[src/common/ecp_consts.svh]
// offsets, field positions, reset values and timing counts of the external control port
`ifndef ECP_CONSTS_SVH
`define ECP_CONSTS_SVH

// wishbone register byte addresses
`define ECP_ADR_W 8
`define ECP_REG_CTRL 8'h00
`define ECP_REG_CMD 8'h04
`define ECP_REG_STATUS 8'h08
`define ECP_REG_IRQ_STAT 8'h0c
`define ECP_REG_IRQ_MASK 8'h10
`define ECP_REG_SEQ_CFG 8'h14
`define ECP_REG_STEP_LEN 8'h18

// ctrl register fields
`define ECP_CTRL_EXT_EN 0
`define ECP_CTRL_RST 32'h0000_0001

// command bit positions, shared by the pins, the command register and the irq status
`define ECP_CMD_N 7
`define ECP_CMD_OUT_OFF 0
`define ECP_CMD_OUT_ON 1
`define ECP_CMD_SEQ_START 2
`define ECP_CMD_SEQ_STOP 3
`define ECP_CMD_SEQ_HOLD 4
`define ECP_CMD_BRANCH1 5
`define ECP_CMD_BRANCH2 6
`define ECP_IRQ_SEQ_DONE 7
`define ECP_IRQ_N 8

// status register fields
`define ECP_ST_POWER 0
`define ECP_ST_OUTPUT 1
`define ECP_ST_LIMITER 2
`define ECP_ST_BUSY 3
`define ECP_ST_SYNC0 4
`define ECP_ST_SYNC1 5
`define ECP_ST_STATE_LSB 8
`define ECP_ST_STEP_LSB 12

// sequence config fields and reset values
`define ECP_STEP_W 4
`define ECP_CFG_LAST_LSB 0
`define ECP_CFG_BR1_LSB 4
`define ECP_CFG_BR2_LSB 8
`define ECP_SEQ_CFG_RST 32'h0000_0a57
`define ECP_STEP_LEN_W 16
`define ECP_STEP_LEN_RST 16'h0064

// step tick timing: one tick every microsecond at a 250 MHz clock
`define ECP_CLK_PERIOD_PS 4000
`define ECP_TICK_NS 1000
`define ECP_TICK_CYCLES ((`ECP_TICK_NS * 1000) / `ECP_CLK_PERIOD_PS)

`endif

[src/common/ecp_pkg.sv]
// types of the external control port
package ecp_pkg;

    // sequencer states, one-hot
    typedef enum logic [2:0] {
        ECP_SEQ_IDLE = 3'b001,
        ECP_SEQ_RUN = 3'b010,
        ECP_SEQ_HOLD = 3'b100
    } ecp_seq_state_t;

endpackage : ecp_pkg

[src/core/ecp_ext_ctrl_top.sv]
// external control port: command pins, status pins, sequencer and wishbone registers
//
// Contract
// - power-state pin low off, high on
// - output-state pin follows output enable
// - busy pin high while firmware busy
// - limiter pin high when any limiter active
// - two sync outputs track running sequence
// - output-off falling edge disables output
// - output-on falling edge enables output
// - start falling edge begins sequence
// - stop falling edge ends sequence
// - hold falling edge pauses current step
// - branch inputs jump independently to targets
// - status pins always driven, any mode
//
// The address map and the Wishbone slave port were decided locally.
`timescale 1ns/1ps
`include "ecp_consts.svh"
module ecp_ext_ctrl_top
    import ecp_pkg::*;
#(
    parameter int TICK_DIV = `ECP_TICK_CYCLES
) (
    input wire logic clk,
    input wire logic rst_n,
    // wishbone classic slave
    input wire logic wb_cyc_i,
    input wire logic wb_stb_i,
    input wire logic wb_we_i,
    input wire logic [`ECP_ADR_W-1:0] wb_adr_i,
    input wire logic [3:0] wb_sel_i,
    input wire logic [31:0] wb_dat_i,
    output logic [31:0] wb_dat_o,
    output logic wb_ack_o,
    // active-low command pins from the outside controller
    input wire logic out_off_n,
    input wire logic out_on_n,
    input wire logic seq_start_n,
    input wire logic seq_stop_n,
    input wire logic seq_hold_n,
    input wire logic seq_branch1_n,
    input wire logic seq_branch2_n,
    // instrument-side state
    input wire logic source_power_on,
    input wire logic fw_busy,
    input wire logic lim_peak_pos,
    input wire logic lim_peak_neg,
    input wire logic lim_avg,
    input wire logic lim_power,
    // status pins to the outside controller
    output logic stat_power_on,
    output logic stat_output_on,
    output logic stat_limiter,
    output logic stat_fw_busy,
    output logic seq_sync0,
    output logic seq_sync1,
    // output enable towards the power stage, and interrupt
    output logic power_out_en,
    output logic irq
);

    logic [`ECP_CMD_N-1:0] pin_fall;
    logic [`ECP_CMD_N-1:0] sw_cmd;
    logic [`ECP_CMD_N-1:0] cmd;
    logic tick;
    logic ext_en_r;
    logic [31:0] seq_cfg_r;
    logic [`ECP_STEP_LEN_W-1:0] step_len_r;
    logic [`ECP_IRQ_N-1:0] irq_stat_r;
    logic [`ECP_IRQ_N-1:0] irq_mask_r;
    logic [`ECP_IRQ_N-1:0] irq_ev;
    logic out_en_r;
    ecp_seq_state_t seq_state_r;
    ecp_seq_state_t seq_state_nxt;
    logic [`ECP_STEP_W-1:0] step_r;
    logic [`ECP_STEP_W-1:0] step_nxt;
    logic [`ECP_STEP_LEN_W-1:0] dwell_r;
    logic seq_done;
    logic step_adv;
    logic bus_req;
    logic wr_fire;
    logic [31:0] wmask;
    logic [31:0] rd_nxt;
    logic [`ECP_STEP_W-1:0] last_step;
    logic [`ECP_STEP_W-1:0] br1_step;
    logic [`ECP_STEP_W-1:0] br2_step;

    // command pins, msb first in command-bit order
    ecp_fall_detect #(
        .N(`ECP_CMD_N)
    ) u_fall (
        .clk(clk),
        .rst_n(rst_n),
        .cmd_n({seq_branch2_n, seq_branch1_n, seq_hold_n, seq_stop_n,
                seq_start_n, out_on_n, out_off_n}),
        .fall_pulse(pin_fall)
    );

    // step timing base
    ecp_tick_div #(
        .DIV(TICK_DIV)
    ) u_tick (
        .clk(clk),
        .rst_n(rst_n),
        .tick(tick)
    );

    // pin commands only count while the port is enabled; software commands always do
    assign cmd = (ext_en_r ? pin_fall : '0) | sw_cmd;

    assign last_step = seq_cfg_r[`ECP_CFG_LAST_LSB +: `ECP_STEP_W];
    assign br1_step = seq_cfg_r[`ECP_CFG_BR1_LSB +: `ECP_STEP_W];
    assign br2_step = seq_cfg_r[`ECP_CFG_BR2_LSB +: `ECP_STEP_W];

    // wishbone handshake: ack one cycle after the request, write lands on the ack edge
    assign bus_req = wb_cyc_i & wb_stb_i;
    assign wr_fire = bus_req & wb_ack_o & wb_we_i;
    assign wmask = {{8{wb_sel_i[3]}}, {8{wb_sel_i[2]}}, {8{wb_sel_i[1]}}, {8{wb_sel_i[0]}}};

    always_ff @(posedge clk or negedge rst_n) begin
        if (!rst_n) begin
            wb_ack_o <= 1'b0;
        end else begin
            wb_ack_o <= bus_req & ~wb_ack_o;
        end
    end

    // read mux; unmapped addresses read zero and still get an ack
    always_comb begin
        rd_nxt = 32'h0000_0000;
        case (wb_adr_i)
            `ECP_REG_CTRL: rd_nxt[`ECP_CTRL_EXT_EN] = ext_en_r;
            `ECP_REG_STATUS: begin
                rd_nxt[`ECP_ST_POWER] = stat_power_on;
                rd_nxt[`ECP_ST_OUTPUT] = stat_output_on;
                rd_nxt[`ECP_ST_LIMITER] = stat_limiter;
                rd_nxt[`ECP_ST_BUSY] = stat_fw_busy;
                rd_nxt[`ECP_ST_SYNC0] = seq_sync0;
                rd_nxt[`ECP_ST_SYNC1] = seq_sync1;
                rd_nxt[`ECP_ST_STATE_LSB +: 3] = seq_state_r;
                rd_nxt[`ECP_ST_STEP_LSB +: `ECP_STEP_W] = step_r;
            end
            `ECP_REG_IRQ_STAT: rd_nxt[`ECP_IRQ_N-1:0] = irq_stat_r;
            `ECP_REG_IRQ_MASK: rd_nxt[`ECP_IRQ_N-1:0] = irq_mask_r;
            `ECP_REG_SEQ_CFG: rd_nxt[11:0] = seq_cfg_r[11:0];
            `ECP_REG_STEP_LEN: rd_nxt[`ECP_STEP_LEN_W-1:0] = step_len_r;
            default: rd_nxt = 32'h0000_0000;
        endcase
    end

    // read data is captured as ack rises and held while ack stands
    always_ff @(posedge clk or negedge rst_n) begin
        if (!rst_n) begin
            wb_dat_o <= 32'h0000_0000;
        end else if (bus_req & ~wb_ack_o) begin
            wb_dat_o <= rd_nxt;
        end
    end

    // configuration registers
    always_ff @(posedge clk or negedge rst_n) begin
        if (!rst_n) begin
            ext_en_r <= 1'(`ECP_CTRL_RST);
            seq_cfg_r <= `ECP_SEQ_CFG_RST;
            step_len_r <= `ECP_STEP_LEN_RST;
            irq_mask_r <= '0;
        end else if (wr_fire) begin
            case (wb_adr_i)
                `ECP_REG_CTRL: begin
                    if (wb_sel_i[0]) begin
                        ext_en_r <= wb_dat_i[`ECP_CTRL_EXT_EN];
                    end
                end
                `ECP_REG_IRQ_MASK: begin
                    if (wb_sel_i[0]) begin
                        irq_mask_r <= wb_dat_i[`ECP_IRQ_N-1:0];
                    end
                end
                `ECP_REG_SEQ_CFG: begin
                    seq_cfg_r <= ((seq_cfg_r & ~wmask) | (wb_dat_i & wmask)) & 32'h0000_0fff;
                end
                `ECP_REG_STEP_LEN: begin
                    step_len_r <= (step_len_r & ~wmask[15:0]) | (wb_dat_i[15:0] & wmask[15:0]);
                end
                default: begin
                end
            endcase
        end
    end

    // software command strobes: write-one pulses, read back as zero
    always_comb begin
        sw_cmd = '0;
        if (wr_fire && wb_adr_i == `ECP_REG_CMD && wb_sel_i[0]) begin
            sw_cmd = wb_dat_i[`ECP_CMD_N-1:0];
        end
    end

    // power output enable; off beats on when both arrive together, for safety
    always_ff @(posedge clk or negedge rst_n) begin
        if (!rst_n) begin
            out_en_r <= 1'b0;
        end else if (cmd[`ECP_CMD_OUT_OFF] || !source_power_on) begin
            out_en_r <= 1'b0;
        end else if (cmd[`ECP_CMD_OUT_ON]) begin
            out_en_r <= 1'b1;
        end
    end

    assign power_out_en = out_en_r;

    // step advance: dwell counts ticks while running
    assign step_adv = (seq_state_r == ECP_SEQ_RUN) && tick && (dwell_r >= step_len_r);
    assign seq_done = step_adv && (step_r == last_step);

    always_ff @(posedge clk or negedge rst_n) begin
        if (!rst_n) begin
            dwell_r <= '0;
        end else if (seq_state_r != ECP_SEQ_RUN || step_nxt != step_r
                     || seq_state_nxt != seq_state_r) begin
            dwell_r <= '0;
        end else if (tick) begin
            dwell_r <= dwell_r + 1'b1;
        end
    end

    // sequencer: stop beats hold beats branch beats start; hold keeps the step
    always_comb begin
        seq_state_nxt = seq_state_r;
        step_nxt = step_r;
        case (seq_state_r)
            ECP_SEQ_IDLE: begin
                if (cmd[`ECP_CMD_SEQ_START]) begin
                    seq_state_nxt = ECP_SEQ_RUN;
                    step_nxt = '0;
                end
            end
            ECP_SEQ_RUN, ECP_SEQ_HOLD: begin
                if (cmd[`ECP_CMD_SEQ_STOP]) begin
                    seq_state_nxt = ECP_SEQ_IDLE;
                    step_nxt = '0;
                end else if (cmd[`ECP_CMD_SEQ_HOLD]) begin
                    seq_state_nxt = ECP_SEQ_HOLD;
                end else if (cmd[`ECP_CMD_BRANCH1]) begin
                    step_nxt = br1_step;
                end else if (cmd[`ECP_CMD_BRANCH2]) begin
                    step_nxt = br2_step;
                end else if (cmd[`ECP_CMD_SEQ_START] && seq_state_r == ECP_SEQ_HOLD) begin
                    seq_state_nxt = ECP_SEQ_RUN; // start resumes a held sequence
                end else if (seq_done) begin
                    seq_state_nxt = ECP_SEQ_IDLE;
                    step_nxt = '0;
                end else if (step_adv) begin
                    step_nxt = step_r + 1'b1;
                end
            end
            default: begin
                seq_state_nxt = ECP_SEQ_IDLE;
                step_nxt = '0;
            end
        endcase
    end

    always_ff @(posedge clk or negedge rst_n) begin
        if (!rst_n) begin
            seq_state_r <= ECP_SEQ_IDLE;
            step_r <= '0;
        end else begin
            seq_state_r <= seq_state_nxt;
            step_r <= step_nxt;
        end
    end

    // sync0 marks an active sequence, sync1 toggles on each step change while active and clears when the sequencer goes idle
    always_ff @(posedge clk or negedge rst_n) begin
        if (!rst_n) begin
            seq_sync0 <= 1'b0;
            seq_sync1 <= 1'b0;
        end else begin
            seq_sync0 <= seq_state_nxt != ECP_SEQ_IDLE;
            if (seq_state_nxt == ECP_SEQ_IDLE) begin
                seq_sync1 <= 1'b0;
            end else if (step_nxt != step_r) begin
                seq_sync1 <= ~seq_sync1;
            end
        end
    end

    // status pins are registered and never gated by the port enable
    always_ff @(posedge clk or negedge rst_n) begin
        if (!rst_n) begin
            stat_power_on <= 1'b0;
            stat_output_on <= 1'b0;
            stat_limiter <= 1'b0;
            stat_fw_busy <= 1'b0;
        end else begin
            stat_power_on <= source_power_on;
            stat_output_on <= out_en_r;
            stat_limiter <= lim_peak_pos | lim_peak_neg | lim_avg | lim_power;
            stat_fw_busy <= fw_busy;
        end
    end

    // sticky irq status: an event in the clearing cycle survives the clear
    assign irq_ev = {seq_done, cmd};

    always_ff @(posedge clk or negedge rst_n) begin
        if (!rst_n) begin
            irq_stat_r <= '0;
        end else if (wr_fire && wb_adr_i == `ECP_REG_IRQ_STAT && wb_sel_i[0]) begin
            irq_stat_r <= (irq_stat_r & ~wb_dat_i[`ECP_IRQ_N-1:0]) | irq_ev;
        end else begin
            irq_stat_r <= irq_stat_r | irq_ev;
        end
    end

    // level interrupt, held while any unmasked bit is set
    always_ff @(posedge clk or negedge rst_n) begin
        if (!rst_n) begin
            irq <= 1'b0;
        end else begin
            irq <= |(irq_stat_r & irq_mask_r);
        end
    end

endmodule : ecp_ext_ctrl_top

[src/core/ecp_fall_detect.sv]
// two-flop synchroniser and falling-edge pulse generator, one lane per command input
`timescale 1ns/1ps
module ecp_fall_detect #(
    parameter int N = 7
) (
    input wire logic clk,
    input wire logic rst_n,
    input wire logic [N-1:0] cmd_n,
    output logic [N-1:0] fall_pulse
);

    genvar gi;
    generate
        for (gi = 0; gi < N; gi++) begin : g_lane
            logic meta_r;
            logic sync_r;
            logic prev_r;
            logic pulse_r;
            // each lane owns its flop; the port bit is only a wire to it
            assign fall_pulse[gi] = pulse_r;
            // reset to the idle-high level so releasing reset never fakes an edge
            always_ff @(posedge clk or negedge rst_n) begin
                if (!rst_n) begin
                    meta_r <= 1'b1;
                    sync_r <= 1'b1;
                    prev_r <= 1'b1;
                    pulse_r <= 1'b0;
                end else begin
                    meta_r <= cmd_n[gi];
                    sync_r <= meta_r; // first flop feeds only this one
                    prev_r <= sync_r;
                    pulse_r <= prev_r & ~sync_r; // one pulse per fall
                end
            end
        end
    endgenerate

endmodule : ecp_fall_detect

[src/core/ecp_tick_div.sv]
// free-running divider that gives a one-cycle enable every DIV clocks
`timescale 1ns/1ps
module ecp_tick_div #(
    parameter int DIV = 250
) (
    input wire logic clk,
    input wire logic rst_n,
    output logic tick
);

    localparam int CW = (DIV > 1) ? $clog2(DIV) : 1;
    localparam logic [CW-1:0] LAST = CW'(DIV - 1);

    logic [CW-1:0] cnt_r;

    // count up through the period, pulse on wrap
    always_ff @(posedge clk or negedge rst_n) begin
        if (!rst_n) begin
            cnt_r <= '0;
            tick <= 1'b0;
        end else if (cnt_r == LAST) begin
            cnt_r <= '0;
            tick <= 1'b1;
        end else begin
            cnt_r <= cnt_r + 1'b1;
            tick <= 1'b0;
        end
    end

endmodule : ecp_tick_div

[config.mk]
export PLATFORM = sky130hd
export DESIGN_NAME = ecp_ext_ctrl_top
export DESIGN_NICKNAME = d
export VERILOG_FILES = /design/src/common/ecp_pkg.sv /design/src/core/ecp_ext_ctrl_top.sv /design/src/core/ecp_fall_detect.sv /design/src/core/ecp_tick_div.sv
export VERILOG_INCLUDE_DIRS = /design/src /design/src/common
export SDC_FILE = /design/constraint.sdc
export NUM_CORES = 1
export LEC_CHECK = 0
export BUFFER_PORTS_ARGS = -buffer_cell sky130_fd_sc_hd__buf_2
export CELL_PAD_IN_SITES_DETAIL_PLACEMENT = 0
export CELL_PAD_IN_SITES_GLOBAL_PLACEMENT = 2
export CORE_MARGIN = 5
export CORE_UTILIZATION = 33
export CTS_BUF_LIST = sky130_fd_sc_hd__clkbuf_16
export CTS_CLUSTER_SIZE = 10
export DETAILED_ROUTE_END_ITERATION = 6
export GPL_TIMING_DRIVEN = 0
export PLACE_DENSITY_LB_ADDON = 0.1
export RECOVER_POWER = 50
export SLEW_MARGIN = 20
export SYNTH_ARGS = -nofsm -noshare
export SYNTH_HDL_FRONTEND = slang
export SYNTH_SLANG_ARGS = --single-unit
[constraint.sdc]
create_clock -name clk -period 3.1 [get_ports clk]
set_clock_uncertainty 0.15 [all_clocks]
set_input_delay 0.155 -clock clk [delete_from_list [all_inputs] [get_ports clk]]
set_output_delay 0.155 -clock clk [all_outputs]
set_load 0.05 [all_outputs]
Word level (Yosys, flattened, before mapping)

Cells that the tools add are included.

Input port bits: 62
Register bits after elaboration: 130
Output and inout bits: 41

Equality and inequality tests: 16
$lt $le $gt $ge: 1
Bitwise operators: 37
Multiplexer cells: 34
Reduce and logical (&&, ||, !) cells: 22
$add $sub $neg: 3

Operator list:

| operator              | number |
|---|---|
| $and 16x16->16        | 2 |
| $mux 16               | 2 |
| $mux 4                | 8 |
| $pmux 5 s5            | 1 |
| $and 12x12->12        | 2 |
| $eq 8x5->1 const B    | 3 |
| $mux 3                | 7 |
| $add 16x1->16 const B | 1 |
| $and 8x8->8           | 2 |
| $eq 8x4->1 const B    | 2 |
| $ge 16x16->1          | 1 |
| $mux 8                | 2 |
| $not 16->16           | 1 |
| $or 16x16->16         | 1 |
| $or 8x8->8            | 2 |
| $pmux 4 s2            | 2 |
| $mux 7                | 2 |
| $not 12->12           | 1 |
| $or 12x12->12         | 1 |
| $and 1x1->1           | 11 |
| $not 1->1             | 9 |
| $pmux 3 s3            | 1 |
| $add 8x1->8 const B   | 1 |
| $eq 8x3->1 const B    | 1 |
| 27 further kinds      | 47 |

Longest topological paths before layout

Word-level depth: 18
Depth in mapped cells: 13
Depth with buffers taken out: 11

By module

Synthesis repeated with hierarchy kept, for this count alone.

Cell total of the unflattened synthesis: 634
Area total of the unflattened synthesis: 6583.8 um2

Modules (own cells, without submodules):

| module           | area an instance (um2) | cells an instance | times used |
|---|---|---|---|
| ecp_ext_ctrl_top | 5268.8                 | 550               | 1 |
| ecp_fall_detect  | 875.8                  | 42                | 1 |
| ecp_tick_div     | 439.2                  | 42                | 1 |

Least setup slack after synthesis

Ideal clock, no wire load.

Path kind: flip-flop to flip-flop
Start point: register wb_ack_o
End point: register dwell_r[15]
Buffers on the path: 1
Arrival: 2.998 ns
Setup slack: -0.116 ns
Data required time: 2.881 ns
Cell stages (with the launch flop): 11
Period minus slack after synthesis: 3.216 ns
Path through: dfrtp_1 > nand4_1 > nor4_4 > a22oi_4 > mux2_4 > a311oi_2 > o221ai_2 > nor4_4 > nand3_4 > buf_6 > nor2_2

Cells in the longest elaborated chain, start to end: 17
Elaborated cells between the ends (all ways): 27
Those cells by class: eq/ne (2); mux (16); bitwise (3); reduce/logical (6)

RTL lines:

| what                                         | line                    | source |
|---|---|---|
| start, declared                              | ecp_ext_ctrl_top.sv:35  | `output logic wb_ack_o,` |
| start signal, assigned                       | ecp_ext_ctrl_top.sv:125 | `wb_ack_o <= bus_req & ~wb_ack_o;` |
| $and 1x1->1 * (2 in series)                  | ecp_ext_ctrl_top.sv:118 | `assign wr_fire = bus_req & wb_ack_o & wb_we_i;` |
| $logic_and 1x1->1 (no line) *                | -                       |  |
| $logic_and 1x1->1 *                          | ecp_ext_ctrl_top.sv:195 | `` if (wr_fire && wb_adr_i == `ECP_REG_CMD && wb_sel_i[0]) begin `` |
| $mux 7 *                                     | ecp_ext_ctrl_top.sv:195 |  |
| $or 7x7->7 *                                 | ecp_ext_ctrl_top.sv:110 | `assign cmd = (ext_en_r ? pin_fall : '0) \| sw_cmd;` |
| $logic_and 1x1->1                            | ecp_ext_ctrl_top.sv:249 | `` end else if (cmd[`ECP_CMD_SEQ_START] && seq_state_r == ECP_SEQ_HOLD) begin `` |
| $mux 4                                       | ecp_ext_ctrl_top.sv:249 |  |
| $mux 4                                       | ecp_ext_ctrl_top.sv:247 | `` end else if (cmd[`ECP_CMD_BRANCH2]) begin `` |
| $mux 4                                       | ecp_ext_ctrl_top.sv:245 | `` end else if (cmd[`ECP_CMD_BRANCH1]) begin `` |
| $mux 4                                       | ecp_ext_ctrl_top.sv:243 | `` end else if (cmd[`ECP_CMD_SEQ_HOLD]) begin `` |
| $mux 4                                       | ecp_ext_ctrl_top.sv:240 | `` if (cmd[`ECP_CMD_SEQ_STOP]) begin `` |
| $pmux 4 s2                                   | ecp_ext_ctrl_top.sv:232 | `case (seq_state_r)` |
| $ne 4x4->1                                   | ecp_ext_ctrl_top.sv:220 | `end else if (seq_state_r != ECP_SEQ_RUN \|\| step_nxt != step_r` |
| $logic_or 1x1->1                             | ecp_ext_ctrl_top.sv:220 |  |
| $logic_or 1x1->1 *                           | ecp_ext_ctrl_top.sv:221 | `\|\| seq_state_nxt != seq_state_r) begin` |
| $mux 16 or $reduce_bool 2->1 (tied branches) | -                       |  |
| end signal, assigned                         | ecp_ext_ctrl_top.sv:224 | `dwell_r <= dwell_r + 1'b1;` |
| end, declared                                | ecp_ext_ctrl_top.sv:78  | `` logic [`ECP_STEP_LEN_W-1:0] dwell_r; `` |

Mark *: on every way between the ends. The rest lies on a longest branch, timed or not.
A chain may end at the register's enable or synchronous reset.

==> summary.md <==
| Metric | Value |
|---|---|
| CTS tree | yes |
| CTS H-tree depth | 4 |
| Routability Congestion | 0.8517 |
| Slew margin rel. | 15.04% |
| Starting Density | 33.42% |
| CP max FO | 5 |
| Core Rows | 51 |
| Diode count | 0 |
| Share of layout cells above drive strength 1 | 33.16% |
| Sw Pwr | 962.1 uW |
| Slew @ Worst Pin | 1.274 ns |
| FF+latch count, synth | 130 |
| Sequential share of power | 45.0% |
| FMAX | 318.5 MHz |
| Via count | 5130 |
| DRT Wirelength | 18600 um |
| Design Power | 3874 uW |
| Cell variety after synth | 66 |
| Full die area | 22550 um^2 |
| Post-synth EDFFs | 0 |
| Hold Path End | wb_ack_o |
| Syn_area_per_cell | 10.65 um^2 |
| Core ar. | 19400 um^2 |
| Int Pwr | 2912 uW |
| CP Class | flip-flop to flip-flop |
| Power per standard cell area | 455.4 nW/um^2 |
| Sink Count | 130 |
| First-pass GRT wire length | 29310 um |
| Placed cells | 957 |
| Min-delay src | wb_stb_i |
| Max Cap Violations | 0 |
| Post-Syn Area | 6484 um^2 |
| Final worst slack | -0.03972 ns |
| 1st-pass router iterations | 5 |
| Clock input transition at the sequential cells of the worst setup and hold paths | 0.06 ns |
| Leak | 0.003801 uW |
| Vias/cell | 4.933 |
| Largest area contributor in the netlist | dfrtp_1 |
| Vias in the first global route | 5110 |
| Comb pwr share | 5.6% |
| Violated checks | negative setup slack |
| Die Wd | 150.2 um |
| Initial antenna violation count | 0 |
| Clock share of power | 49.4% |
| Post-synth top flop | dfrtp_1 |
| Period Utilization, post-route | 101.3% |
| Maximum root-to-sink buffer count | 2 |
| Reg2reg path depth | 13 |
| # setup viols final | 14 |
| Largest net degree at the start of global routing | 83 |
| Post-DRT Antenna Nets | 0 |
| CTS buffer count | 17 |
| Root Driver | clkbuf_16 |
| Async S/R FF share, synth | 100.0% |
| Fin. max-slew vios | 0 |
| Total global-route track usage | 17.20% |
| WP data arrival | 3.30 ns |
| VDD IR max | 0.3397 mV |
| IO Pins | 103 |
| DR iter-0 viols | 323 |
| Final hold vios | 0 |
| CP Launch Type | flip-flop |
| Setup repair after global routing missed its margin | yes |
| Worst path required time | 3.26 ns |
| Clock latency at the later pin of the worst-skew pair | 0.42 ns |
| Register-to-register path setup slack | -0.04 ns |
| Yosys Warn Count | 0 |
| Final Non-Filler Cells | 1040 |
| Synth area leaders | dfrtp_1, dfstp_2, mux2_2, nand2_1, ha_1 |
| Layout Nets | 844 |
| Synth top area share | 37.44% |
| Fin crit period | 3.140 ns |
| Reg2reg end | dwell_r[7] |
| DRC violations left | 0 |
| GR Overflow Total | 0 |
| Register area share after synthesis | 50.81% |
| Tightest Hold Check Type | primary input to flip-flop |
| Syn Inst Count | 609 |
| Die H | 150.2 um |
| Area growth syn-to-layout | 31.20% |
| DP HPWL | 13300 um |
| # port buffers | 67 |
| Switching share of power | 24.83% |
| Worst Setup End Kind | flip-flop |
| Status | finished, violations left |
| Fillers | 1881 |
| Setup TNS | -0.2563 ns |
| Worst Hold Path Cells | 4 |
| WHS | 0.04654 ns |
| WL per Instance | 17.89 um |
metal layers:
metal  global-route usage, %  wire length (um)  vias to the layer above
li1                        -                 -                     2451
met1                   23.52              8606                     2541
met2                   27.26              9020                      118
met3                   3.823               721                       20
met4                   5.444               253                        0
met5                       0                 0                        -
what timing repair did:
| item | 4_1_cts | 5_1_grt |
|---|---|---|
| gates cloned | 0 | 1 |
| buffers inserted | 22 | 3 |
| gates resized for setup | 24 | 26 |
| pin swaps | 15 | 11 |
| setup endpoints to repair | 24 | 19 |
| endpoints found under the hold margin | 155 | 0 |
| hold buffers | 28 | 0 |
layout by cell type (no fill, tap or decap), types with 9 or more instances in the layout:
cell,Yosys,layout
nor2_1,35,32
nand2_1,76,76
inv_1,24,24
dfrtp_1,97,96
a21oi_1,20,20
dlygate4sd3_1,0,28
nand4_1,10,10
xor2_1,9,9
clkbuf_1,15,10
conb_1,1,16
buf_2,3,68
buf_4,16,39
o21ai_0,33,32
xnor2_1,16,16
dfstp_2,33,28
nand3_1,20,20
a22oi_1,12,12
nor2b_1,11,11
ha_1,20,17
mux2_2,38,37
clkbuf_16,0,18
power by group through the flow:
stage	Combinational (uW)	Clock, uW	Sequential [uW]
3_5_place_dp	197	0	1770
5_1_grt	240	2040	1750
3_3_place_gp	190	0	1770
6_report	218	1910	1740
2_1_floorplan	87.7	0	1780
4_1_cts	226	1960	1740
kinds of logic after synthesis:
group                      after synthesis  share of synthesized area, %
AOI/OAI and AO/OA                      115                         12.39
xor gates and xnor gates                25                         3.377
adders and majority gates               20                         3.860
buffers and inverters                   59                         4.516
DFF                                    130                         50.81
muxes                                   47                         8.066
other                                    1                       0.05784
and+or+nand+nor                        212                         16.92
layout make-up:
cell class	count	area, um^2	area share, %
sequential	130	3296	38.74
multi-input combinational	435	3168	37.24
timing repair buffer	122	845.8	9.943
clock buffer	17	425.4	5.001
tap	265	331.6	3.898
buffer	32	215.2	2.530
clock inverter	15	135.1	1.588
inverter	24	90.09	1.059
worst max-delay path by stage:
stage	from	endpoint	slack (ns)	cells past startpoint
finish	flip-flop	dwell_r[7]	-0.04	13
global route	flip-flop	dwell_r[12]	-0.17	12
floorplan	wb_ack_o	dwell_r[15]	0.05	10
detailed placement	dwell_r[13]	dwell_r[14]	-0.79	11
CTS	flip-flop	dwell_r[14]	-0.03	13
global placement	flip-flop	dwell_r[13]	-0.82	12
worst max-delay path, stage by stage, from the launching register on:
cell and delay, ns:
dfrtp_1 0.38, inv_2 0.05, ha_4 0.26, nand4_1 0.20, nor3_4 0.26, o2111ai_4 0.18, a31oi_4 0.33, buf_6 0.16
or3b_4 0.38, a31oi_4 0.20, nor4_4 0.08, nand3_4 0.16, clkbuf_16 0.19, nor2_2 0.04
through the flow:
stage / cell area [um^2] / setup WS (ns) / util, %
5_1_grt: 8507 / -0.1737 / 43.85
3_3_place_gp: 7208 / -0.8166 / 37.16
6_report: 8507 / -0.03972 / 43.85
2_1_floorplan: 6541 / 0.04805 / -
3_5_place_dp: 7257 / -0.7853 / 37.41
4_1_cts: 8363 / -0.02870 / 43.11
synth_stat cells (all sizes together) (10+ instances only):
library cell / n
o21ai: 33
clkbuf: 15
mux2: 39
a22oi: 14
nand4: 10
dfrtp: 97
nor2: 45
ha: 20
xnor2: 16
nor2b: 11
dfstp: 33
inv: 24
nand2: 76
buf: 20
a21oi: 20
nand3: 21
Power figures use the tool's default switching activity.
